[src/oar_map.vh]
`ifndef OAR_MAP_VH
`define OAR_MAP_VH

// Message framing bytes
`define OAR_FC 8'h2b
`define OAR_FC_ERR 8'hab
`define OAR_MEI 8'h0d
`define OAR_EXC_EXT 8'hff
`define OAR_EXC_OPT 8'hae
`define OAR_EXC_CODE 8'hce
`define OAR_EXT_LEN_OPT 16'h0003
`define OAR_EXT_LEN_CODE 16'h0006
`define OAR_PC_SUPPORTED 8'he1
`define OAR_ZERO 8'h00

// Control bit n sits at byte bit n, bit 7 is the MSB
`define OAR_PC_MULTI 7
`define OAR_PC_EXT 6
`define OAR_PC_CNT 5
`define OAR_PC_NET_IDENT_OPT 2
`define OAR_PC_ENC_OPT 1
`define OAR_PC_WRITE 0

// Field ranges
`define OAR_STN_MIN 8'h01
`define OAR_STN_MAX 8'h7f
`define OAR_NVAL_MAX 16'h00fd

// Error codes
`define OAR_CODE_SEQ 32'hffff1004
`define OAR_CODE_PARAM 32'hffff000e
`define OAR_CODE_SHORT 32'hffff0013

// Response buffer
`define OAR_BUF_DEPTH 20
`define OAR_LEN_OPT 5'd7
`define OAR_LEN_CODE 5'd10
`define OAR_DATA_MAX 3'd4

// Register byte offsets
`define OAR_REG_CTRL 8'h00
`define OAR_REG_STATUS 8'h04
`define OAR_REG_MASK 8'h08
`define OAR_REG_ADDR 8'h0c
`define OAR_REG_XFER 8'h10
`define OAR_REG_WDATA 8'h14
`define OAR_REG_RDATA 8'h18
`define OAR_REG_RLEN 8'h1c
`define OAR_REG_PCTRL 8'h20

// Status bits and reset values
`define OAR_ST_WRITE 0
`define OAR_ST_READ 1
`define OAR_ST_OPT 2
`define OAR_ST_SEQ 3
`define OAR_ST_PARAM 4
`define OAR_ST_W 5
`define OAR_CTRL_RST 1'b1
`define OAR_RLEN_RST 3'd4

`endif

[src/resp_tx.v]
`timescale 1ns/100ps
`default_nettype none

module resp_tx (
  input wire clk,
  input wire rst_n,
  input wire start,
  input wire [4:0] len,
  input wire [7:0] byte_in,
  output wire [4:0] idx,
  output reg [7:0] tx_data,
  output reg tx_valid,
  output reg tx_last,
  input wire tx_ready,
  output reg done
);

  reg [4:0] idx_r;
  reg [4:0] len_r;
  reg active_r;
  wire load;

  assign idx = idx_r;
  // Next byte may be staged whenever the output slot is empty or being taken
  assign load = active_r && (idx_r < len_r) && (!tx_valid || tx_ready);

  // Byte serialiser, one byte per accepted handshake
  always @(posedge clk or negedge rst_n) begin
    if (!rst_n) begin
      idx_r <= 5'h00;
      len_r <= 5'h00;
      active_r <= 1'b0;
      tx_data <= 8'h00;
      tx_valid <= 1'b0;
      tx_last <= 1'b0;
      done <= 1'b0;
    end else begin
      done <= 1'b0;
      if (start) begin
        idx_r <= 5'h00;
        len_r <= len;
        active_r <= 1'b1;
      end else if (load) begin
        tx_data <= byte_in;
        tx_valid <= 1'b1;
        tx_last <= ((idx_r + 5'h01) == len_r);
        idx_r <= idx_r + 5'h01;
      end else if (tx_valid && tx_ready) begin
        tx_valid <= 1'b0;
        tx_last <= 1'b0;
        if (tx_last) begin
          active_r <= 1'b0;
          done <= 1'b1;
        end
      end
    end
  end

endmodule // resp_tx

`default_nettype wire

[src/object_access_request_parser.v]
`timescale 1ns/100ps
`default_nettype none
`include "oar_map.vh"

module object_access_request_parser (
  input wire clk,
  input wire resetn,
  input wire psel,
  input wire penable,
  input wire pwrite,
  input wire [7:0] paddr,
  input wire [31:0] pwdata,
  output reg [31:0] prdata,
  output wire pready,
  output wire pslverr,
  input wire rx_valid,
  input wire [7:0] rx_data,
  input wire rx_last,
  output wire rx_ready,
  output wire tx_valid,
  output wire [7:0] tx_data,
  output wire tx_last,
  input wire tx_ready,
  output reg irq
);

  localparam ST_FC = 4'h0;
  localparam ST_MEI = 4'h1;
  localparam ST_PC1 = 4'h2;
  localparam ST_PC2 = 4'h3;
  localparam ST_RSV = 4'h4;
  localparam ST_CNT = 4'h5;
  localparam ST_ADDR = 4'h6;
  localparam ST_DATA = 4'h7;
  localparam ST_DROP = 4'h8;
  localparam ST_RESP = 4'h9;
  localparam ST_SEND = 4'ha;

  localparam ERR_NONE = 2'd0;
  localparam ERR_OPT = 2'd1;
  localparam ERR_CODE = 2'd2;

  reg rst_meta_r;
  reg rst_n_r;
  reg [3:0] state_r;
  reg [2:0] fcnt_r;
  reg [4:0] hlen_r;
  reg [7:0] rbuf [0:`OAR_BUF_DEPTH-1];
  reg [7:0] pc1_r;
  reg [7:0] pc2_r;
  reg [7:0] cnt_prev_r;
  reg cnt_seen_r;
  reg [7:0] station_number_r;
  reg [15:0] index_r;
  reg [7:0] subindex_r;
  reg [15:0] start_r;
  reg [15:0] nval_r;
  reg [31:0] wdata_r;
  reg [7:0] wcnt_r;
  reg multi_prev_r;
  reg [1:0] err_r;
  reg [31:0] code_r;
  reg [4:0] resp_len_r;
  reg tx_start_r;
  reg [`OAR_ST_W-1:0] evt_r;
  reg [`OAR_ST_W-1:0] status_r;
  reg [`OAR_ST_W-1:0] mask_r;
  reg enable_r;
  reg [31:0] rdata_r;
  reg [2:0] rlen_r;
  reg [31:0] rd_mux;
  reg hit;
  wire rx_take;
  wire tx_done;
  wire [4:0] tx_idx;
  wire short_msg;
  wire is_write;
  wire apb_wr;
  wire apb_rd;
  wire [`OAR_ST_W-1:0] status_nxt;
  wire [`OAR_ST_W-1:0] mask_nxt;
  wire [15:0] ext_len_opt;
  wire [15:0] ext_len_code;
  integer k;

  // Two-flop release so the parser never leaves reset on a metastable edge
  always @(posedge clk or negedge resetn) begin
    if (!resetn) begin
      rst_meta_r <= 1'b0;
      rst_n_r <= 1'b0;
    end else begin
      rst_meta_r <= 1'b1;
      rst_n_r <= rst_meta_r;
    end
  end

  // Input stalls while an answer is pending, so requests never overlap
  assign rx_ready = (state_r != ST_RESP) && (state_r != ST_SEND);
  assign rx_take = rx_valid && rx_ready;
  assign is_write = pc1_r[`OAR_PC_WRITE];
  // Message ended before the value count was complete
  assign short_msg = (state_r != ST_DATA) && !((state_r == ST_ADDR) && (fcnt_r == 3'd7));
  // Length words split into bytes by part-select, not by shifting a wider value
  assign ext_len_opt = `OAR_EXT_LEN_OPT;
  assign ext_len_code = `OAR_EXT_LEN_CODE;

  // Request parser and response builder
  always @(posedge clk or negedge rst_n_r) begin
    if (!rst_n_r) begin
      state_r <= ST_FC;
      fcnt_r <= 3'd0;
      hlen_r <= 5'h00;
      pc1_r <= 8'h00;
      pc2_r <= 8'h00;
      cnt_prev_r <= 8'h00;
      cnt_seen_r <= 1'b0;
      station_number_r <= 8'h00;
      index_r <= 16'h0000;
      subindex_r <= 8'h00;
      start_r <= 16'h0000;
      nval_r <= 16'h0000;
      wdata_r <= 32'h00000000;
      wcnt_r <= 8'h00;
      multi_prev_r <= 1'b0;
      err_r <= ERR_NONE;
      code_r <= 32'h00000000;
      resp_len_r <= 5'h00;
      tx_start_r <= 1'b0;
      evt_r <= {`OAR_ST_W{1'b0}};
    end else begin
      tx_start_r <= 1'b0;
      evt_r <= {`OAR_ST_W{1'b0}};
      if (rx_take && (state_r <= ST_ADDR) && (hlen_r < `OAR_BUF_DEPTH)) begin
        rbuf[hlen_r] <= rx_data;
        hlen_r <= hlen_r + 5'h01;
      end
      if (rx_take && rx_last && (state_r != ST_DROP) && (state_r != ST_FC) && (state_r != ST_MEI)
          && short_msg && (err_r == ERR_NONE)) begin
        err_r <= ERR_CODE;
        code_r <= `OAR_CODE_SHORT;
      end
      case (state_r)
        ST_FC: begin
          if (rx_take) begin
            if (!multi_prev_r) begin
              wcnt_r <= 8'h00;
              wdata_r <= 32'h00000000;
            end
            if ((rx_data == `OAR_FC) && enable_r && !rx_last)
              state_r <= ST_MEI;
            else
              state_r <= rx_last ? ST_FC : ST_DROP;
            if (rx_last)
              hlen_r <= 5'h00;
          end
        end
        ST_MEI: begin
          if (rx_take) begin
            if ((rx_data == `OAR_MEI) && !rx_last)
              state_r <= ST_PC1;
            else
              state_r <= rx_last ? ST_FC : ST_DROP;
            if (rx_last)
              hlen_r <= 5'h00;
          end
        end
        ST_PC1: begin
          if (rx_take) begin
            pc1_r <= rx_data;
            pc2_r <= 8'h00;
            if (rx_data[`OAR_PC_NET_IDENT_OPT] || rx_data[`OAR_PC_ENC_OPT])
              err_r <= ERR_OPT;
            state_r <= rx_data[`OAR_PC_EXT] ? ST_PC2 : ST_RSV;
          end
        end
        ST_PC2: begin
          if (rx_take) begin
            pc2_r <= rx_data;
            state_r <= ST_RSV;
          end
        end
        ST_RSV: begin
          if (rx_take) begin
            fcnt_r <= 3'd0;
            state_r <= pc1_r[`OAR_PC_CNT] ? ST_CNT : ST_ADDR;
          end
        end
        ST_CNT: begin
          if (rx_take) begin
            if (cnt_seen_r && (rx_data != (cnt_prev_r + 8'h01)) && (err_r == ERR_NONE)) begin
              err_r <= ERR_CODE;
              code_r <= `OAR_CODE_SEQ;
            end
            cnt_prev_r <= rx_data;
            cnt_seen_r <= 1'b1;
            state_r <= ST_ADDR;
          end
        end
        ST_ADDR: begin
          if (rx_take) begin
            fcnt_r <= fcnt_r + 3'd1;
            case (fcnt_r)
              3'd0: begin
                station_number_r <= rx_data;
                if (((rx_data < `OAR_STN_MIN) || (rx_data > `OAR_STN_MAX)) &&
                    (err_r == ERR_NONE)) begin
                  err_r <= ERR_CODE;
                  code_r <= `OAR_CODE_PARAM;
                end
              end
              3'd1: index_r[15:8] <= rx_data;
              3'd2: index_r[7:0] <= rx_data;
              3'd3: subindex_r <= rx_data;
              3'd4: start_r[15:8] <= rx_data;
              3'd5: start_r[7:0] <= rx_data;
              3'd6: nval_r[15:8] <= rx_data;
              default: begin
                nval_r[7:0] <= rx_data;
                if (({nval_r[15:8], rx_data} > `OAR_NVAL_MAX) && (err_r == ERR_NONE)) begin
                  err_r <= ERR_CODE;
                  code_r <= `OAR_CODE_PARAM;
                end
                state_r <= ST_DATA;
              end
            endcase
          end
        end
        ST_DATA: begin
          if (rx_take && is_write) begin
            if (wcnt_r < {5'h00, `OAR_DATA_MAX})
              wdata_r[{wcnt_r[1:0], 3'b000} +: 8] <= rx_data;
            if (wcnt_r != 8'hff)
              wcnt_r <= wcnt_r + 8'h01;
          end
        end
        ST_RESP: begin
          tx_start_r <= 1'b1;
          state_r <= ST_SEND;
          rbuf[0] <= `OAR_FC_ERR;
          rbuf[1] <= `OAR_EXC_EXT;
          rbuf[4] <= `OAR_MEI;
          if (err_r == ERR_OPT) begin
            rbuf[2] <= ext_len_opt[15:8];
            rbuf[3] <= ext_len_opt[7:0];
            rbuf[5] <= `OAR_EXC_OPT;
            rbuf[6] <= `OAR_PC_SUPPORTED;
            resp_len_r <= `OAR_LEN_OPT;
            evt_r[`OAR_ST_OPT] <= 1'b1;
            multi_prev_r <= 1'b0;
          end else if (err_r == ERR_CODE) begin
            rbuf[2] <= ext_len_code[15:8];
            rbuf[3] <= ext_len_code[7:0];
            rbuf[5] <= `OAR_EXC_CODE;
            for (k = 0; k < 4; k = k + 1)
              rbuf[6 + k] <= code_r[(31 - 8 * k) -: 8];
            resp_len_r <= `OAR_LEN_CODE;
            evt_r[`OAR_ST_SEQ] <= (code_r == `OAR_CODE_SEQ);
            evt_r[`OAR_ST_PARAM] <= (code_r != `OAR_CODE_SEQ);
            multi_prev_r <= 1'b0;
          end else if (is_write) begin
            // Header already echoed as received; only the count goes to zero
            rbuf[0] <= `OAR_FC;
            rbuf[1] <= `OAR_MEI;
            rbuf[4] <= rbuf[4];
            rbuf[hlen_r - 5'h02] <= `OAR_ZERO;
            rbuf[hlen_r - 5'h01] <= `OAR_ZERO;
            resp_len_r <= hlen_r;
            multi_prev_r <= pc1_r[`OAR_PC_MULTI];
            evt_r[`OAR_ST_WRITE] <= !pc1_r[`OAR_PC_MULTI];
          end else begin
            rbuf[0] <= `OAR_FC;
            rbuf[1] <= `OAR_MEI;
            rbuf[4] <= rbuf[4];
            rbuf[hlen_r - 5'h02] <= `OAR_ZERO;
            rbuf[hlen_r - 5'h01] <= {5'h00, rlen_r};
            for (k = 0; k < 4; k = k + 1)
              rbuf[hlen_r + k[4:0]] <= rdata_r[8 * k +: 8];
            resp_len_r <= hlen_r + {2'b00, rlen_r};
            evt_r[`OAR_ST_READ] <= 1'b1;
            multi_prev_r <= 1'b0;
          end
        end
        ST_SEND: begin
          if (tx_done) begin
            state_r <= ST_FC;
            hlen_r <= 5'h00;
            err_r <= ERR_NONE;
          end
        end
        default: begin
          if (rx_take && rx_last) begin
            state_r <= ST_FC;
            hlen_r <= 5'h00;
          end
        end
      endcase
      // End of a parsed message hands over to the answer
      if (rx_take && rx_last && (state_r >= ST_PC1) && (state_r <= ST_DATA))
        state_r <= ST_RESP;
    end
  end

  resp_tx u_tx (
    .clk(clk),
    .rst_n(rst_n_r),
    .start(tx_start_r),
    .len(resp_len_r),
    .byte_in(rbuf[tx_idx]),
    .idx(tx_idx),
    .tx_data(tx_data),
    .tx_valid(tx_valid),
    .tx_last(tx_last),
    .tx_ready(tx_ready),
    .done(tx_done)
  );

  // APB slave: zero wait states, error on unmapped offsets
  assign pready = 1'b1;
  assign apb_wr = psel && penable && pwrite && hit;
  assign apb_rd = psel && penable && !pwrite && hit;
  assign pslverr = psel && penable && !hit;
  // Irq follows the next status and mask, so it drops with the clearing access itself
  assign status_nxt = (apb_rd && (paddr == `OAR_REG_STATUS)) ? evt_r : (status_r | evt_r);
  assign mask_nxt = (apb_wr && (paddr == `OAR_REG_MASK)) ? pwdata[`OAR_ST_W-1:0] : mask_r;

  // Read mux and decode
  always @* begin
    hit = 1'b1;
    rd_mux = 32'h00000000;
    case (paddr)
      `OAR_REG_CTRL: rd_mux = {31'h00000000, enable_r};
      `OAR_REG_STATUS: rd_mux = {27'h0000000, status_r};
      `OAR_REG_MASK: rd_mux = {27'h0000000, mask_r};
      `OAR_REG_ADDR: rd_mux = {index_r, subindex_r, station_number_r};
      `OAR_REG_XFER: rd_mux = {start_r, nval_r};
      `OAR_REG_WDATA: rd_mux = wdata_r;
      `OAR_REG_RDATA: rd_mux = rdata_r;
      `OAR_REG_RLEN: rd_mux = {29'h00000000, rlen_r};
      `OAR_REG_PCTRL: rd_mux = {8'h00, cnt_prev_r, pc1_r, pc2_r};
      default: hit = 1'b0;
    endcase
  end

  // Software registers; status is read-to-clear and a new event wins
  always @(posedge clk or negedge rst_n_r) begin
    if (!rst_n_r) begin
      prdata <= 32'h00000000;
      enable_r <= `OAR_CTRL_RST;
      mask_r <= {`OAR_ST_W{1'b0}};
      status_r <= {`OAR_ST_W{1'b0}};
      rdata_r <= 32'h00000000;
      rlen_r <= `OAR_RLEN_RST;
      irq <= 1'b0;
    end else begin
      if (psel && !penable)
        prdata <= rd_mux;
      status_r <= status_nxt;
      irq <= |(status_nxt & mask_nxt);
      if (apb_wr) begin
        case (paddr)
          `OAR_REG_CTRL: enable_r <= pwdata[0];
          `OAR_REG_MASK: mask_r <= pwdata[`OAR_ST_W-1:0];
          `OAR_REG_RDATA: rdata_r <= pwdata;
          `OAR_REG_RLEN: rlen_r <= (pwdata[2:0] > `OAR_DATA_MAX) ? `OAR_DATA_MAX : pwdata[2:0];
          default: enable_r <= enable_r;
        endcase
      end
    end
  end

endmodule // object_access_request_parser

`default_nettype wire

[config.mk]
export PLATFORM = sky130hd
export DESIGN_NAME = object_access_request_parser
export DESIGN_NICKNAME = d
export VERILOG_FILES = /design/src/resp_tx.v /design/src/object_access_request_parser.v
export VERILOG_INCLUDE_DIRS = /design/src
export SDC_FILE = /design/constraint.sdc
export NUM_CORES = 2
export LEC_CHECK = 0
export BUFFER_PORTS_ARGS = -buffer_cell sky130_fd_sc_hd__buf_2
export CORE_MARGIN = 2
export CORE_UTILIZATION = 45
export CTS_CLUSTER_SIZE = 10
export DETAILED_ROUTE_END_ITERATION = 16
export HOLD_SLACK_MARGIN = 0.1
export SLEW_MARGIN = 0
export SYNTH_ARGS = -nofsm -noshare
export SYNTH_HDL_FRONTEND = slang
export SYNTH_SLANG_ARGS = --single-unit
[constraint.sdc]
create_clock -name clk -period 8.8 [get_ports clk]
set_input_delay 0.88 -clock clk [delete_from_list [all_inputs] [get_ports clk]]
set_output_delay 0.88 -clock clk [all_outputs]
set_load 0.005 [all_outputs]
Yosys cells after proc, flatten, opt, wreduce, memory -nomap -nowiden

Memory sizes are Yosys's and may differ from the RTL's. A register that Yosys moved wholly into a read port is not among the register bits.
Index checks and enable logic that the tools add are counted.

Flip-flop bits (word level): 282
Memory bits (writable): 160
Input port bits: 56
Output and inout port bits: 46
Memories kept: 1

$add $sub $neg: 11
Magnitude comparators: 10
Equality and inequality tests: 68
Shift-type cells: 2
Multiplexer cells: 141
Bitwise gates (word level): 41
Reductions and logical operators: 100

Memory list:

| memory | depth | width | read ports | clocked after memory_dff | write ports | RTL line                          | RTL |
|---|---|---|---|---|---|---|---|
| rbuf   | 20    | 8     | 1          | 1                        | 10          | object_access_request_parser.v:48 | `` reg [7:0] rbuf [0:`OAR_BUF_DEPTH-1]; `` |

Operators with widths:

| cell                                                  | number |
|---|---|
| two-way mux 32 bit                                    | 10 |
| one-hot mux 32 bit (9 select lines)                   | 1 |
| two-way mux 8 bit                                     | 25 |
| one-hot mux 32 bit (2 select lines)                   | 3 |
| two-way mux 5 bit                                     | 19 |
| two-way mux 4 bit                                     | 14 |
| OR reduction 8 bit                                    | 6 |
| two-way mux 1 bit                                     | 43 |
| logical AND 1 bit                                     | 40 |
| one-hot mux 4 bit (10 select lines)                   | 1 |
| AND reduction 3 bit                                   | 11 |
| bitwise mux 32 bit                                    | 1 |
| == test 32 bit (second input constant)                | 1 |
| == test 8 x 5 -> 1 bit (second input constant)        | 4 |
| != test 32 bit (second input constant)                | 1 |
| one-hot mux 8 bit (2 select lines)                    | 2 |
| variable shift 8 x 7 -> 32 bit (first input constant) | 1 |
| variable part select 8 x 7 -> 32 bit                  | 1 |
| == test 5 bit (first input constant)                  | 6 |
| two-way mux 2 bit                                     | 14 |
| == test 8 x 4 -> 1 bit (second input constant)        | 3 |
| != test 2 bit (second input constant)                 | 11 |
| AND reduction 2 bit                                   | 10 |
| != test 3 bit (second input constant)                 | 6 |
| 63 further kinds                                      | 139 |

Longest topological paths before layout

Depth in word-level cells: 15
Depth in mapped cells: 15
Depth with buffers taken out: 9

Hierarchy

A second synthesis with hierarchy kept.

Cells, all modules: 3767
Area total of the unflattened synthesis: 35459.0 um2

Modules (own cells, without submodules):

| module                       | times used | cells an instance | area an instance (um2) |
|---|---|---|---|
| object_access_request_parser | 1          | 3673              | 34317.9 |
| resp_tx                      | 1          | 94                | 1141.1 |

Worst setup path before layout

No wires, ideal clock.

Kind: flip-flop to flip-flop
Start: reg rst_n_r
End: mem rbuf[29][0] (enable)
Data arrival time: 9309 ps
Setup slack: -893 ps
Stages on the path, launching flop included: 10
Cell sequence: dfrtp_1 -> buf_2 -> clkinv_1 -> nor3_2 -> nand2_1 -> buf_2 -> nor2_1 -> nor3_1 -> and3_1 -> o21ai_0

RTL lines:

| what                   | RTL line                          | RTL |
|---|---|---|
| from (decl)            | object_access_request_parser.v:44 | `reg rst_n_r;` |
| from (signal assigned) | object_access_request_parser.v:93 | `rst_n_r <= rst_meta_r;` |
| to (decl)              | object_access_request_parser.v:48 |  |

==> summary.md <==
| Metric | Value |
|---|---|
| Final nets | `3,812` |
| Synth top area share | `between 20% and 30%` |
| Vias in the first global route | `roughly 32,000` |
| Post-synthesis instance total | `between 3,000 and 4,000` |
| CTS max path bufs | `3` |
| Fill count | `between 7,000 and 8,000` |
| Area contributors post-synth | `edfxtp_1 (22%), dfrtp_1 (20%), mux4_2 (5.1%)` |
| DR pass1 iterations | `9` |
| Die Width | `around 280 um` |
| Sequential Area | `~0.015 mm2` |
| Post-DP HPWL | `112,000 um` |
| CP Launch Type | `register` |
| Pwr Total | `8.83 mW` |
| Post-route insts no fill | `about 4,800` |
| Crit Path Class | `reg2reg` |
| Routability cong. | `about 1.1` |
| Yosys reg bits | `546` |
| CTS tree | `built` |
| I/O pins | `between 100 and 150` |
| Clock root buffer | `clkbuf_16` |
| Slew margin rel. | `6.68%` |
| Warnings from Yosys | `0` |
| Clk Latency, worst-skew pair | `between 0.6 and 0.7 ns` |
| Hold Crit Class | `reg2reg` |
| Fin crit share | `between 50 and 60%` |
| Cell Rows | `between 100 and 150` |
| Setup Viol. Count Final | `0` |
| Vias per std cell | `7.29` |
| Drt drc | `0` |
| Initial Util | `between 40% and 50%` |
| Syn-to-layout area delta | `9.85%` |
| Core Footprint | `0.0777 mm2` |
| Worst IR drop on VDD | `just under 0.0002 V` |
| CP Max Fanout | `between 40 and 50` |
| Fin Clk Skew | `around 0.030 ns` |
| CP Data Required Time | `slightly above 9 ns` |
| Worst setup margin | `4.09 ns` |
| Static Leak | `14.4 nW` |
| Mean Syn Cell Area | `roughly 9.4 um2` |
| Hold slack | `0.350 ns` |
| Post_cts resized | `0` |
| Max Slew Vio Count | `0` |
| DRT Wirelength | `166,000 um` |
| Synth cell types | `102` |
| H-tree depth | `3` |
| Main synth FF type | `dfrtp_1` |
| Initial DRC Count | `~6,100` |
| Die area | `between 0.08 and 0.09 mm2` |
| EDFF count, synth | `about 260` |
| First-pass GRT wire length | `234,000 um` |
| Area of the multi-input gates | `0.0191 mm2` |
| Clk slew on worst S/H paths | `around 0.06 ns` |
| CP endpoint kind | `register` |
| Final ANT Viol Nets | `0` |
| Die Ht | `285 um` |
| Pre-CTS setup slack | `roughly 4.1 ns` |
| Fin. Hold Viols | `0` |
| IO Port Bufs | `100` |
| Top cell type by total area after synthesis | `edfxtp_1` |
| Layout cells sized above 1 | `16.3%` |
| Seq/Total Area, Yosys | `between 40% and 50%` |
| Setup tns final | `0 ns` |
| Via count | `35,000` |
| Drt wl/cell | `34.5 um` |
| Grt ovf | `0` |
| Placed Cells | `4,692` |
| CTS Buf Count | `between 60 and 70` |
| Most common cell in the netlist | `nor2_1` |
| FFs w/ async S/R, synth | `between 50 and 60%` |
| Total GRT Usage | `approximately 40%` |
| Worst-margin pin slew | `1.39 ns` |
| Setup repair after global routing missed its margin | `false` |
| Initial antenna violation count | `13` |
| Fmax achieved | `around 210 MHz` |
| Worst endpoint data arrival time | `approximately 5.0 ns` |
| Num Clock Sinks | `about 550` |
| Status | `complete, no violations` |
| Max-Cap Viols | `0` |
| Synthesized area | `0.0354 mm2` |
| Largest net degree at the start of global routing | `roughly 150` |
| Pwr dens | `roughly 230 mW/mm2` |
| Minimum clock period | `4.71 ns` |
| Most common library cells after synthesis | `nor2_1 (417), nand2_1 (362), dfrtp_1 (288)` |
-- state kept, by name (all words and copies together), names as in the netlist, 8 cells and up --
| signal | flops |
|---|---|
| cnt_prev_r | 8 |
| code_r | 32 |
| index_r | 16 |
| nval_r | 16 |
| pc1_r | 8 |
| pc2_r | 8 |
| prdata | 32 |
| rbuf | 256 |
| rdata_r | 32 |
| start_r | 16 |
| station_number_r | 8 |
| subindex_r | 8 |
| u_tx.tx_data | 8 |
| wcnt_r | 8 |
| wdata_r | 32 |
-- routing by layer --
| metal | share of wire, % | up-vias | GRT usage, % |
|---|---|---|---|
| met5 | 0.080 | - | 0.357 |
| met4 | 5.9 | 16 | 19.6 |
| met3 | 15 | 621 | 14.1 |
| met2 | 40 | 2793 | 54.9 |
| met1 | 39 | 17200 | 55.2 |
| li1 | - | 14400 | - |
-- worst max-delay path: stages, from the launching register on --
cell     delay, ns
dfrtp_2       0.74
o21ai_0       0.50
and3_1        0.49
o21a_1        0.74
nand2_1       0.62
o21ai_0       1.20
-- cells in the final DEF (no fill, tap or decap), types with 17 or more instances in the layout --
cell type  count
mux2i_1       19
and2_1        28
o221a_2       53
xor2_1        20
a221o_1       24
mux4_2        80
mux2_2       115
o22ai_1       83
o2111ai_1     18
a31oi_1       90
o211ai_1     100
ha_1          31
clkbuf_1      24
a21oi_1      182
nor2_1       414
xnor2_1       24
a22oi_1       71
a22o_1        35
o21ai_0      250
a221oi_1      51
a21o_1        17
a222oi_1      22
or3_1         35
nand2b_1      23
dfrtp_1      284
buf_4        104
clkbuf_16     69
nand4_1       48
nor2b_1       24
nor4_1        29
inv_1         56
and3_1        23
nor3_1       103
nand2_1      362
a211oi_1      79
edfxtp_1     256
nand3_1      131
buf_2        100
-- power breakdown --
group | internal, mW | switching (mW)
clock network | 1.47 | 1.16
logic | 1.03 | 1.93
registers | 2.93 | 0.311
-- worst paths after layout --
kind	startpoint	to	slack, ns	depth (start not counted)
max	hlen_r[3]	rbuf[3][1]	4.09	5
min	rst_meta_r	rst_n_r	0.35	0
max reg2reg	hlen_r[3]	rbuf[3][1]	4.09	5
min reg2reg	rst_meta_r	rst_n_r	0.35	0
max in group asynchronous	rst_n_r	u_tx.idx[0]	6.12	2
min in group asynchronous	rst_n_r	hlen_r[4]	0.43	0
-- logic make-up after synthesis --
family,after synthesis,synth area share [%]
buffers and inverters,384,4.41
other,1,0.0106
xor gates and xnor gates,48,1.25
DFF,546,42.2
adders and majority gates,36,1.26
and+or+nand+nor,1329,17.9
muxes,219,9.47
AOI/OAI and AO/OA,1208,23.5
-- area by class of cell --
cell class	instances	area share [%]
tap	1040	3.35
sequential	546	38.4
inverter	59	0.576
antenna	7	0.0450
clock inverter	15	0.492
multi-input combinational	2842	49.0
timing repair buffer	207	3.40
clock buffer	94	4.71
-- stage by stage --
step	cell area (um2)	utilization, %
final	38900	50.1
after global routing	38900	50.0
after CTS	38900	50.0
after detailed placement	36800	47.4
after global placement	36800	47.4
after floorplan	35400	-
-- timing repair --
item | CTS | global route
hold buffers | 1 | 0
hold endpoints to repair | 2 | 0
buffers inserted | 0 | 0
Note: power is estimated with default switching activity, not from simulation.
